**src/scc_pkg.sv**
```systemverilog
// scc_pkg: constants and types for the security context cache
// assumes one 25 MHz clock domain and active-low async reset
package scc_pkg;
    localparam int unsigned SCC_ENTRIES    = 64;  // resident contexts
    localparam int unsigned SCC_WAYS       = 4;   // entries per set
    localparam int unsigned SCC_SETS       = 16;  // chosen by id[3:0]
    localparam int unsigned SCC_SET_W      = 4;
    localparam int unsigned SCC_WAY_W      = 2;
    localparam int unsigned SCC_PTR_W      = 32;
    localparam int unsigned SCC_ID_W       = 16;
    localparam int unsigned SCC_IDX_W      = 15;
    localparam int unsigned SCC_TIER_BIT   = 15;  // pinning flag position
    localparam int unsigned SCC_FLAG_W     = 2;
    localparam int unsigned SCC_FLAG_EVICT = 0;   // force eviction
    localparam int unsigned SCC_FLAG_NOPROC = 1;  // control only, no packet
    localparam int unsigned SCC_CTX_BYTES  = 320; // context size in memory
    localparam int unsigned SCC_WORD_BYTES = 4;
    localparam int unsigned SCC_CTX_WORDS  = SCC_CTX_BYTES / SCC_WORD_BYTES;
    localparam int unsigned SCC_CNT_W      = 7;
    localparam logic [1:0]  SCC_AGE_RST    = 2'h0;

    typedef enum logic [1:0] {
        SCC_IDLE  = 2'b00,
        SCC_FETCH = 2'b01,
        SCC_FILL  = 2'b10,
        SCC_DONE  = 2'b11
    } scc_state_t;
endpackage : scc_pkg

```
**src/scc_set_lookup.sv**
```systemverilog
// scc_set_lookup: compares one identifier against the four ways of a set
// assumes tags, valid, pin and age bits are presented for the chosen set
`timescale 1ns/100ps
module scc_set_lookup
    import scc_pkg::*;
(
    input  wire logic [SCC_IDX_W-1:0]           i_idx,
    input  wire logic [SCC_WAYS*SCC_IDX_W-1:0]  i_tags,
    input  wire logic [SCC_WAYS-1:0]            i_valid,
    input  wire logic [SCC_WAYS-1:0]            i_pin,
    input  wire logic [SCC_WAYS-1:0]            i_busy,
    input  wire logic [SCC_WAYS*2-1:0]          i_age,
    output logic                                o_hit,
    output logic      [SCC_WAY_W-1:0]           o_hit_way,
    output logic                                o_vict_ok,
    output logic      [SCC_WAY_W-1:0]           o_vict_way,
    output logic      [2:0]                     o_pin_cnt
);
    logic [SCC_WAYS-1:0] match;

    // four parallel tag compares
    genvar g;
    generate
        for (g = 0; g < SCC_WAYS; g++)
        begin : g_cmp
            assign match[g] = i_valid[g] &&
                (i_tags[g*SCC_IDX_W +: SCC_IDX_W] == i_idx);
        end
    endgenerate

    // hit select, first empty slot, else oldest unpinned idle entry
    always_comb
    begin
        logic [1:0] best_age;
        logic       found_empty;
        best_age    = 2'h0;
        found_empty = 1'b0;
        o_hit       = 1'b0;
        o_hit_way   = '0;
        o_vict_ok   = 1'b0;
        o_vict_way  = '0;
        o_pin_cnt   = 3'h0;
        for (int w = 0; w < SCC_WAYS; w++)
        begin
            if (match[w] && !o_hit)
            begin
                o_hit     = 1'b1;
                o_hit_way = SCC_WAY_W'(w);
            end
            if (i_valid[w] && i_pin[w])
                o_pin_cnt = o_pin_cnt + 3'h1;
        end
        for (int w = 0; w < SCC_WAYS; w++)
        begin
            if (!i_valid[w] && !found_empty)
            begin
                found_empty = 1'b1;
                o_vict_ok   = 1'b1;
                o_vict_way  = SCC_WAY_W'(w);
            end
        end
        if (!found_empty)
        begin
            for (int w = 0; w < SCC_WAYS; w++)
            begin
                if (!i_pin[w] && !i_busy[w] &&
                    (!o_vict_ok || i_age[w*2 +: 2] >= best_age))
                begin
                    o_vict_ok  = 1'b1;
                    o_vict_way = SCC_WAY_W'(w);
                    best_age   = i_age[w*2 +: 2];
                end
            end
        end
    end
endmodule : scc_set_lookup

```
**src/scc_cache.sv**
```systemverilog
// scc_cache: security context cache with host memory fetch on miss
// assumes memory returns read words in order with a valid strobe,
// and the engine takes the dispatched packet while o_disp_valid is high
`timescale 1ns/100ps

// Overview of operation
// hold at most 64 contexts resident
// hit dispatches at once from cache
// miss fetches, inserts, then dispatches
// memory read only on a miss
// full set evicts to make room
// request has pointer, identifier and flags
// identifier top bit pins, rest indexes
// pinned entries never auto evicted
// host may force evict any entry
// unpinned entries stay until displaced
// requester gives 64-byte aligned pointers
// host holds 320-byte aligned regions
// packet flags may force eviction
// four low id bits select set
// compare against all four ways
// first empty, else LRU unpinned idle
// pin ignored when three others pinned
// hold packet until context complete
// evicting absent id changes nothing
module scc_cache
    import scc_pkg::*;
(
    input  wire logic                          i_clk,
    input  wire logic                          i_rst_b,
    input  wire logic                          i_req_valid,
    input  wire logic [scc_pkg::SCC_PTR_W-1:0] i_req_ptr,
    input  wire logic [scc_pkg::SCC_ID_W-1:0]  i_req_id,
    input  wire logic [scc_pkg::SCC_FLAG_W-1:0] i_req_flags,
    input  wire logic                          i_mem_ready,
    input  wire logic                          i_mem_rvalid,
    input  wire logic [31:0]                   i_mem_rdata,
    input  wire logic                          i_disp_ready,
    input  wire logic                          i_done_valid,
    input  wire logic [5:0]                    i_done_slot,
    output logic                               o_req_ready,
    output logic                               o_mem_rd,
    output logic      [scc_pkg::SCC_PTR_W-1:0] o_mem_addr,
    output logic      [6:0]                    o_mem_words,
    output logic                               o_disp_valid,
    output logic      [5:0]                    o_disp_slot,
    output logic                               o_disp_hit,
    output logic                               o_wr_valid,
    output logic      [5:0]                    o_wr_slot,
    output logic      [6:0]                    o_wr_word,
    output logic      [31:0]                   o_wr_data
);
    import scc_pkg::*;

    // per-entry tag store; slot = set*4 + way, 64 in total
    logic [SCC_IDX_W-1:0] tag_q   [SCC_ENTRIES];
    logic [SCC_ENTRIES-1:0] valid_q;
    logic [SCC_ENTRIES-1:0] pin_q;
    logic [SCC_ENTRIES-1:0] busy_q;
    logic [1:0]           age_q   [SCC_ENTRIES];

    scc_state_t              state_q;
    logic [SCC_PTR_W-1:0]    ptr_q;
    logic [SCC_ID_W-1:0]     id_q;
    logic [SCC_FLAG_W-1:0]   flags_q;
    logic [SCC_CNT_W-1:0]    cnt_q;
    logic [5:0]              slot_q;

    logic [SCC_SET_W-1:0]    set_sel;
    logic [SCC_WAYS*SCC_IDX_W-1:0] set_tags;
    logic [SCC_WAYS-1:0]     set_valid;
    logic [SCC_WAYS-1:0]     set_pin;
    logic [SCC_WAYS-1:0]     set_busy;
    logic [SCC_WAYS*2-1:0]   set_age;
    logic                    hit;
    logic [SCC_WAY_W-1:0]    hit_way;
    logic                    vict_ok;
    logic [SCC_WAY_W-1:0]    vict_way;
    logic [2:0]              pin_cnt;
    logic                    evict_req;
    logic                    take;
    logic                    touch;
    logic [5:0]              touch_slot;

    // set select from low id bits
    assign set_sel   = id_q[SCC_SET_W-1:0];
    assign evict_req = flags_q[SCC_FLAG_EVICT];

    // gather the four ways of the chosen set
    genvar g;
    generate
        for (g = 0; g < SCC_WAYS; g++)
        begin : g_set
            assign set_tags[g*SCC_IDX_W +: SCC_IDX_W] = tag_q[{set_sel, 2'(g)}];
            assign set_valid[g] = valid_q[{set_sel, 2'(g)}];
            assign set_pin[g]   = pin_q[{set_sel, 2'(g)}];
            assign set_busy[g]  = busy_q[{set_sel, 2'(g)}];
            assign set_age[g*2 +: 2] = age_q[{set_sel, 2'(g)}];
        end
    endgenerate

    // compare all four ways
    scc_set_lookup u_lookup (
        .i_idx      (id_q[SCC_IDX_W-1:0]),
        .i_tags     (set_tags),
        .i_valid    (set_valid),
        .i_pin      (set_pin),
        .i_busy     (set_busy),
        .i_age      (set_age),
        .o_hit      (hit),
        .o_hit_way  (hit_way),
        .o_vict_ok  (vict_ok),
        .o_vict_way (vict_way),
        .o_pin_cnt  (pin_cnt)
    );

    // request accepted with pointer, id and flags
    assign take = i_req_valid && o_req_ready;

    // capture request
    always_ff @(posedge i_clk or negedge i_rst_b)
    begin
        if (!i_rst_b)
        begin
            ptr_q   <= '0;
            id_q    <= '0;
            flags_q <= '0;
        end
        else if (take)
        begin
            ptr_q   <= i_req_ptr;
            id_q    <= i_req_id;
            flags_q <= i_req_flags;
        end
    end

    // sequencer: decide in FETCH state one cycle after capture
    always_ff @(posedge i_clk or negedge i_rst_b)
    begin
        if (!i_rst_b)
        begin
            state_q      <= SCC_IDLE;
            o_req_ready  <= 1'b1;
            o_mem_rd     <= 1'b0;
            o_mem_addr   <= '0;
            o_mem_words  <= '0;
            o_disp_valid <= 1'b0;
            o_disp_slot  <= '0;
            o_disp_hit   <= 1'b0;
            cnt_q        <= '0;
            slot_q       <= '0;
        end
        else
        begin
            case (state_q)
                SCC_IDLE:
                begin
                    if (take)
                    begin
                        o_req_ready <= 1'b0;
                        state_q     <= SCC_FETCH;
                    end
                end
                SCC_FETCH:
                begin
                    if (evict_req || flags_q[SCC_FLAG_NOPROC])
                    begin
                        // control-only request ends here
                        o_req_ready <= 1'b1;
                        state_q     <= SCC_IDLE;
                    end
                    else if (hit)
                    begin
                        // hit dispatches immediately
                        o_disp_valid <= 1'b1;
                        o_disp_slot  <= {set_sel, hit_way};
                        o_disp_hit   <= 1'b1;
                        state_q      <= SCC_DONE;
                    end
                    else if (vict_ok)
                    begin
                        // memory read only on miss
                        o_mem_rd    <= 1'b1;
                        o_mem_addr  <= ptr_q;
                        o_mem_words <= SCC_CNT_W'(SCC_CTX_WORDS);
                        slot_q      <= {set_sel, vict_way};
                        cnt_q       <= '0;
                        state_q     <= SCC_FILL;
                    end
                end
                SCC_FILL:
                begin
                    if (o_mem_rd && i_mem_ready)
                        o_mem_rd <= 1'b0;
                    // hold packet until last word
                    if (i_mem_rvalid)
                    begin
                        cnt_q <= cnt_q + 7'h01;
                        if (cnt_q == SCC_CNT_W'(SCC_CTX_WORDS - 1))
                        begin
                            // dispatch after insertion
                            o_disp_valid <= 1'b1;
                            o_disp_slot  <= slot_q;
                            o_disp_hit   <= 1'b0;
                            state_q      <= SCC_DONE;
                        end
                    end
                end
                SCC_DONE:
                begin
                    if (i_disp_ready)
                    begin
                        o_disp_valid <= 1'b0;
                        o_req_ready  <= 1'b1;
                        state_q      <= SCC_IDLE;
                    end
                end
                default:
                begin
                    state_q     <= SCC_IDLE;
                    o_req_ready <= 1'b1;
                end
            endcase
        end
    end

    // context words written to local storage
    always_ff @(posedge i_clk or negedge i_rst_b)
    begin
        if (!i_rst_b)
        begin
            o_wr_valid <= 1'b0;
            o_wr_slot  <= '0;
            o_wr_word  <= '0;
            o_wr_data  <= '0;
        end
        else
        begin
            o_wr_valid <= (state_q == SCC_FILL) && i_mem_rvalid;
            o_wr_slot  <= slot_q;
            o_wr_word  <= cnt_q;
            o_wr_data  <= i_mem_rdata;
        end
    end

    assign touch = (state_q == SCC_FETCH) && !evict_req &&
                   !flags_q[SCC_FLAG_NOPROC] && (hit || vict_ok);
    assign touch_slot = hit ? {set_sel, hit_way} : {set_sel, vict_way};

    // tag store of 64 entries, pin and eviction bookkeeping
    always_ff @(posedge i_clk or negedge i_rst_b)
    begin
        if (!i_rst_b)
        begin
            valid_q <= '0;
            pin_q   <= '0;
            busy_q  <= '0;
            for (int e = 0; e < SCC_ENTRIES; e++)
            begin
                tag_q[e] <= '0;
                age_q[e] <= SCC_AGE_RST;
            end
        end
        else
        begin
            // engine release of an active entry
            if (i_done_valid)
                busy_q[i_done_slot] <= 1'b0;
            // forced eviction, pinned or not
            // absent id leaves store untouched
            if ((state_q == SCC_FETCH) && evict_req && hit)
            begin
                valid_q[{set_sel, hit_way}] <= 1'b0;
                pin_q[{set_sel, hit_way}]   <= 1'b0;
            end
            if (touch)
            begin
                // LRU ageing, entries stay until displaced
                for (int w = 0; w < SCC_WAYS; w++)
                begin
                    if (age_q[{set_sel, 2'(w)}] != 2'h3)
                        age_q[{set_sel, 2'(w)}] <=
                            age_q[{set_sel, 2'(w)}] + 2'h1;
                end
                age_q[touch_slot]  <= 2'h0;
                busy_q[touch_slot] <= 1'b1;
                if (!hit)
                begin
                    // fill chosen empty or LRU way
                    // victim never pinned
                    valid_q[touch_slot] <= 1'b1;
                    tag_q[touch_slot]   <= id_q[SCC_IDX_W-1:0];
                    // pin unless three already pinned
                    pin_q[touch_slot]   <= id_q[SCC_TIER_BIT] &&
                                           (pin_cnt < 3'h3);
                end
            end
        end
    end
endmodule : scc_cache

```
**config.mk**
```make
export PLATFORM = sky130hd
export DESIGN_NAME = scc_cache
export DESIGN_NICKNAME = d
export VERILOG_FILES = /design/src/scc_pkg.sv /design/src/scc_set_lookup.sv /design/src/scc_cache.sv
export SDC_FILE = /design/constraint.sdc
export NUM_CORES = 2
export LEC_CHECK = 0
export BUFFER_PORTS_ARGS = -buffer_cell sky130_fd_sc_hd__buf_2
export CORE_ASPECT_RATIO = 1.75
export CORE_MARGIN = 2
export CORE_UTILIZATION = 50
export CTS_BUF_LIST = sky130_fd_sc_hd__clkbuf_16
export DETAILED_ROUTE_END_ITERATION = 6
export GPL_ROUTABILITY_DRIVEN = 0
export HOLD_SLACK_MARGIN = 0.03
export PLACE_DENSITY = 0.72
export SLEW_MARGIN = 20
export SYNTH_ARGS = -nofsm -noshare
export SYNTH_HDL_FRONTEND = slang
export SYNTH_SLANG_ARGS = --single-unit
```
**constraint.sdc**
```tcl
create_clock -name i_clk -period 8.1 [get_ports i_clk]
set_input_delay 1.62 -clock i_clk [delete_from_list [all_inputs] [get_ports i_clk]]
set_output_delay 1.62 -clock i_clk [all_outputs]
set_load 0.01 [all_outputs]
```
After elaboration in Yosys (flattened, before gate mapping)
Cells that the tools add are included.

Mux-type cells: 162. $add $sub $neg: 8. Equal/unequal tests: 23. Order comparisons: 25. Bitwise gates (word level): 16. Reduce and logical (&&, ||, !) cells: 79.

Operator list (number): $mux 128 (8); $bwmux 960 (1); $bwmux 128 (4); $mux 64 (8); $bmux 15 s6 (4); $and 64x64->64 (3); $mux 15 (9); $and 128x128->128 (1); $not 128->128 (1); $not 64->64 (2); $or 64x64->64 (2); $demux 15 s6 (1); $mux 2 (36); $bwmux 64 (1); $demux 2 s6 (5); $eq 15x15->1 (4); $lt 6x7->1 const B (7); $bmux 1 s4 (12); $bmux 2 s6 (4); $mux 1 (48); $logic_and 1x1->1 (39); $ge 7x7->1 const B (5); $lt 7x1->1 const B (5); $not 6->7 (5); other kinds (32) (98).

Register bits: 1434. Input bits: 95.

Depth between registers and ports, before layout
Depth after elaboration: 44. Mapped depth: 37.

By module
From an unflattened synthesis, not the netlist that was laid out.

Cell total of the unflattened synthesis: 4603. Area total of the unflattened synthesis: 63943.8 um^2.

By module, submodules not included: scc_cache (times used 1, seq. area each 35885.7 um^2, area each 62757.7 um^2, cells each 4444); scc_set_lookup (times used 1, seq. area each 0.0 um^2, area each 1186.1 um^2, cells each 159).

Worst setup path before layout
Ideal clock, no wire load.

Path kind: reg-to-reg. Start: reg id_q[0]. End: reg tag_q[821] (netlist bit). Arrival time: 7.793 ns. Cell stages (with the launch flop): 31. Path slack: 0.179 ns. Period minus slack after synthesis: 7.921 ns. Setup time: 0.128 ns. Path through: dfrtp_1 > buf_6 > buf_4 > buf_4 > buf_4 > buf_4 > buf_4 > buf_4 > buf_2 > buf_2 > buf_2 > mux4_2 > mux4_2 > ha_1 > a21oi_1 > a21oi_1 > a22o_1 > ha_1 > nand2b_1 > a21oi_1 > a21o_1 > mux2_2 > ha_1 > nand2b_1 > a21oi_1 > nor2_1 > o31ai_1 > a31oi_4 > nor4_4 > buf_6 > mux2_1.

Cells in the longest elaborated chain, start to end: 38.

Ends and longest elaborated chain: from (decl) (line scc_cache.sv:64) `logic [SCC_ID_W-1:0] id_q;`; from (signal assigned) (line scc_cache.sv:132) `id_q <= i_req_id;`; $bmux 1 s4 (line scc_cache.sv:95) `assign set_valid[g] = valid_q[{set_sel, 2'(g)}];`; $mux 1 (not written as such) (line scc_cache.sv:95); $logic_not 1->1 (line scc_set_lookup.sv:55) `if (!i_valid[w] && !found_empty)`; $logic_and 1x1->1 (line scc_set_lookup.sv:55); $mux 1 (line scc_set_lookup.sv:55); $logic_not 1->1 (line scc_set_lookup.sv:55); $logic_and 1x1->1 (line scc_set_lookup.sv:55); $mux 1 (line scc_set_lookup.sv:55); [22 not listed]; $mux 2 (line scc_set_lookup.sv:62) `if (!found_empty)`; $mux 2 (line scc_cache.sv:248) `assign touch_slot = hit ? {set_sel, hit_way} : {set_sel, vict_way};`; $not 6->7 (not written as such) (line scc_cache.sv:292) `tag_q[touch_slot] <= id_q[SCC_IDX_W-1:0];`; $ge 7x7->1 (not written as such) / $lt 7x1->1 (equally long branches) (line scc_cache.sv:292); $logic_and 1x1->1 (not written as such) (line scc_cache.sv:292); $mux 15 (not written as such) (line scc_cache.sv:292); $demux 15 s6 (line scc_cache.sv:292); $bwmux 960 (line scc_cache.sv:292); to (signal, indexed assignment) (line scc_cache.sv:292); to (decl) (line scc_cache.sv:56) `logic [SCC_IDX_W-1:0] tag_q [SCC_ENTRIES];`.

Several ways; a longest one is shown, not always the timed one. The select of a mux whose other input is x is not followed. A chain may end at the register's enable or synchronous reset.

Worst setup path in the final report
Start: reg id_q[1]. End: reg tag_q[269] (netlist bit).

Same word-level chain as after synthesis.

==> flow_metrics.py <==
metrics = {
    "setup_path": {
        "reg2reg_slack_ns": 0.33,
        "r2r-end": "tag_q[269]",
        "cp-end-kind": "flop",
        "rr_worst_depth": 25,
        "worstReg2RegStart": "id_q[1]",
        "worstSetupStartpointType": "flop",
        "worst_ep_arrival_time_ns": 8.42,
        "setup.worst_path.start": "id_q[1]",
        "crit_type": "flop to flop",
        "worst_ep_required_time_ns": 8.75,
        "cp_max_fo": 16,
    },
    "power_and_ir_drop": {
        "pwr-share-seq": 0.386,
        "switchingPower_mw": 8.15,
        "power_density_nw_per_um2": 304,
        "intPower_mw": 14.0,
        "clock_power_share": 0.291,
        "switching_share": 0.369,
        "p_leak_nw": 35.1,
        "p_comb_frac": 0.323,
        "max-vdd-ir-drop_mv": 0.267,
    },
    "clock_network": {
        "h-tree-depth": 4,
        "cts_num_sinks": 1434,
        "clock_latency_ns": 0.77,
        "path_clk_slew_ns": 0.07,
        "cts_root_buf": "clkbuf_16",
        "ctsHoldBuffers": 0,
        "cts_tree": "built",
        "clk_path_buf_depth": 3,
        "cts_inserted_buffers": 136,
    },
    "logic_synthesis": {
        "synth-compound-area-share": 0.0746,
        "syn_inst": 4909,
        "synth_mux_area_frac": 0.248,
        "syn_area_sq_um": 66200,
        "synth-edff-count": 0,
        "yosys_warnings": 0,
        "synth_top_area_cell": "dfrtp_1",
        "yosys.area_share.xor_xnor": 0.00741,
        "yosysTopAreaCellShare": 0.542,
        "synth-seq-cells": 1434,
        "synth.top_cells.by_area": "dfrtp_1, mux2_2, mux4_2",
        "synthDistinctLibCells": 107,
        "syn_area_per_cell_sq_um": 13.5,
        "yosysSeqAreaShare": 0.542,
        "synthAdderAreaFrac": 0.00265,
        "postSynth.asyncResetShare": 1.00,
        "synth-simple-area-share": 0.0813,
        "synth_top_family_by_area": "multiplexers",
        "synth_ff_type": "dfrtp_1",
    },
    "timing": {
        "slew_headroom": 0.151,
        "fin_skew_ns": 0.0330,
        "rsz0062_at_grt": "false",
        "tns_ns": 0,
        "setup-violations-final": 0,
        "fmax_mhz": 129,
        "hold_violations": 0,
        "whs_ns": 0.400,
        "worst_pin_slew_ns": 1.27,
        "maxSlewViolCount": 0,
        "period_share": 0.959,
        "timing.final.crit_period_ns": 7.77,
    },
    "grt": {
        "use_met1": 0.331,
        "use_met3": 0.0566,
        "grt_pass1_vias": 45800,
        "grtUsageTotal": 0.280,
        "grt_max_degree": 183,
        "grt_busiest_layer": "met2",
        "overflow": 0,
        "antenna_found_initial": 10,
        "grt_pass1_wl_um": 285000,
        "met2_usage": 0.460,
    },
    "cells_and_area": {
        "final-seq-area_sq_um": 35900,
        "final_layout_size_suffix_gt1_frac": 0.324,
        "nFillCells": 10500,
        "nets": 5106,
        "layout_common_cells": "dfrtp_1, mux2_2, nand2_1",
        "multi_input_area_sq_um": 27500,
        "syn_to_final_growth_pct": 9.96,
        "final_common_cell": "dfrtp_1",
    },
    "flow_run": {
        "drv_cap": 0,
    },
    "routing": {
        "num_vias": 43100,
        "drtPass1Iterations": 6,
        "drt-initial-drc-count": 4159,
        "antenna_left": 0,
        "drt_wl_total_um": 187000,
        "wire_per_inst_um": 27.6,
        "vias_per_cell": 6.34,
        "drc": 0,
    },
    "die": {
        "dieWidth_um": 279,
        "core_area_sq_um": 131000,
        "rows": 176,
        "dieArea_sq_um": 135000,
        "die_y_um": 485,
        "ioPinCount": 190,
        "start_util": 0.503,
    },
    "hold_path": {
        "min_to": "o_wr_slot[5]",
        "min_path_type": "flop to flop",
        "holdPathStages": 0,
        "holdCritStartpoint": "slot_q[5]",
    },
    "run_status": {
        "status": "complete, no violations",
    },
    "placed_design": {
        "port_buffers": 184,
        "post-dp-hpwl_um": 121000,
    },
}
-- timing repair --
action | CTS | global route
gates resized for setup | 0 | 1
setup endpoints to repair | 0 | 43
buffers inserted | 0 | 0
-- logic make-up (layout without fill, tap and decap cells) --
kind of cell,after synthesis,count (layout)
adder cells (fa/ha/maj),14,14
buffers and inverters,523,708
multiplexers,1237,1237
XOR/XNOR,56,56
other,1,15
AND/OR/NAND/NOR,928,928
flip-flops,1434,1434
AO/OA/AOI/OAI,716,716
-- per-layer routing --
layer / vias up / wire, um
li1: 18100 / -
met1: 22600 / 68400
met2: 1839 / 90600
met3: 664 / 12800
met4: 6 / 15400
met5: - / 44
-- cell type report --
class,instances,share of cell area
antenna,10,0.000344
clock buffer,142,0.0488
clock inverter,97,0.0117
inverter,131,0.00679
multi-input combinational,2956,0.378
sequential,1434,0.493
tap,1691,0.0291
timing repair buffer,338,0.0314
-- critical path, stage by stage, from the launching register on --
cell and delay (ns):
dfrtp_4 0.60, mux4_2 0.54, mux2i_1 0.29, nand3_1 0.14
o21ai_1 0.38, and2_1 0.24, ha_1 0.24, nand2b_1 0.14
a21oi_1 0.22, a21oi_1 0.12, a22o_1 0.23, ha_1 0.28
nand2b_1 0.15, a21oi_1 0.27, a21o_1 0.20, mux2_2 0.35
ha_1 0.28, nand2b_1 0.14, a21oi_1 0.17, or2_2 0.16
a31oi_4 0.10, a2111oi_1 0.73, o21ba_4 0.42, buf_4 0.25
nand3_2 0.47, mux2_2 0.49
-- registers in the layout, indices dropped and copies added (netlist names), named ones only --
register      flops
ptr_q            32
pin_q            64
tag_q           960
o_disp_slot       6
valid_q          64
id_q             16
o_mem_words       1
flags_q           2
o_disp_valid      1
o_mem_addr       32
o_wr_word         7
slot_q            6
o_wr_valid        1
o_disp_hit        1
o_wr_slot         6
o_req_ready       1
o_wr_data        32
busy_q           64
state_q           1
age_q           128
cnt_q             7
o_mem_rd          1
-- power by group through the flow --
stage | logic (mW) | clock network, mW | registers, mW
2_1_floorplan | 4.73 | 0 | 8.35
3_3_place_gp | 6.91 | 0 | 8.59
3_5_place_dp | 7.00 | 0 | 8.64
4_1_cts | 7.03 | 6.54 | 8.51
5_1_grt | 7.50 | 6.81 | 8.60
6_report | 7.15 | 6.44 | 8.53
-- synth_stat cells (32+ instances only) --
master	n
dfrtp_1	1433
mux2_2	679
nand2_1	276
mux4_2	238
mux2i_1	223
clkbuf_1	174
o21ai_0	166
inv_1	126
o31ai_1	119
o22ai_1	110
nand2b_1	108
and2_1	87
mux2_1	83
buf_4	79
or2_2	72
buf_2	69
nor2_1	68
nor2b_1	62
a211oi_1	50
buf_6	46
nand3_1	46
xnor2_1	44
a21oi_1	42
a22o_1	41
nand3_2	38
nor3_1	32
-- how the worst max path moves through the flow --
stage	depth (start not counted)	to
2_1_floorplan	30	tag_q[821]
3_3_place_gp	22	tag_q[134]
3_5_place_dp	23	tag_q[269]
4_1_cts	23	tag_q[269]
5_1_grt	25	tag_q[269]
6_report	25	tag_q[269]
-- per-stage QoR --
stage	utilization	setup slack, ns	power (mW)	instances	area (sq um)
CTS	0.553	0.509	22.1	6788	72700
finish	0.554	0.333	22.1	6799	72800
floorplan	-	0.179	13.1	4913	66200
global route	0.554	0.0561	22.9	6797	72800
detailed placement	0.519	0.521	15.6	6549	68300
global placement	0.519	0.569	15.5	6548	68300
No activity file was read; power rests on OpenSTA's default activity.
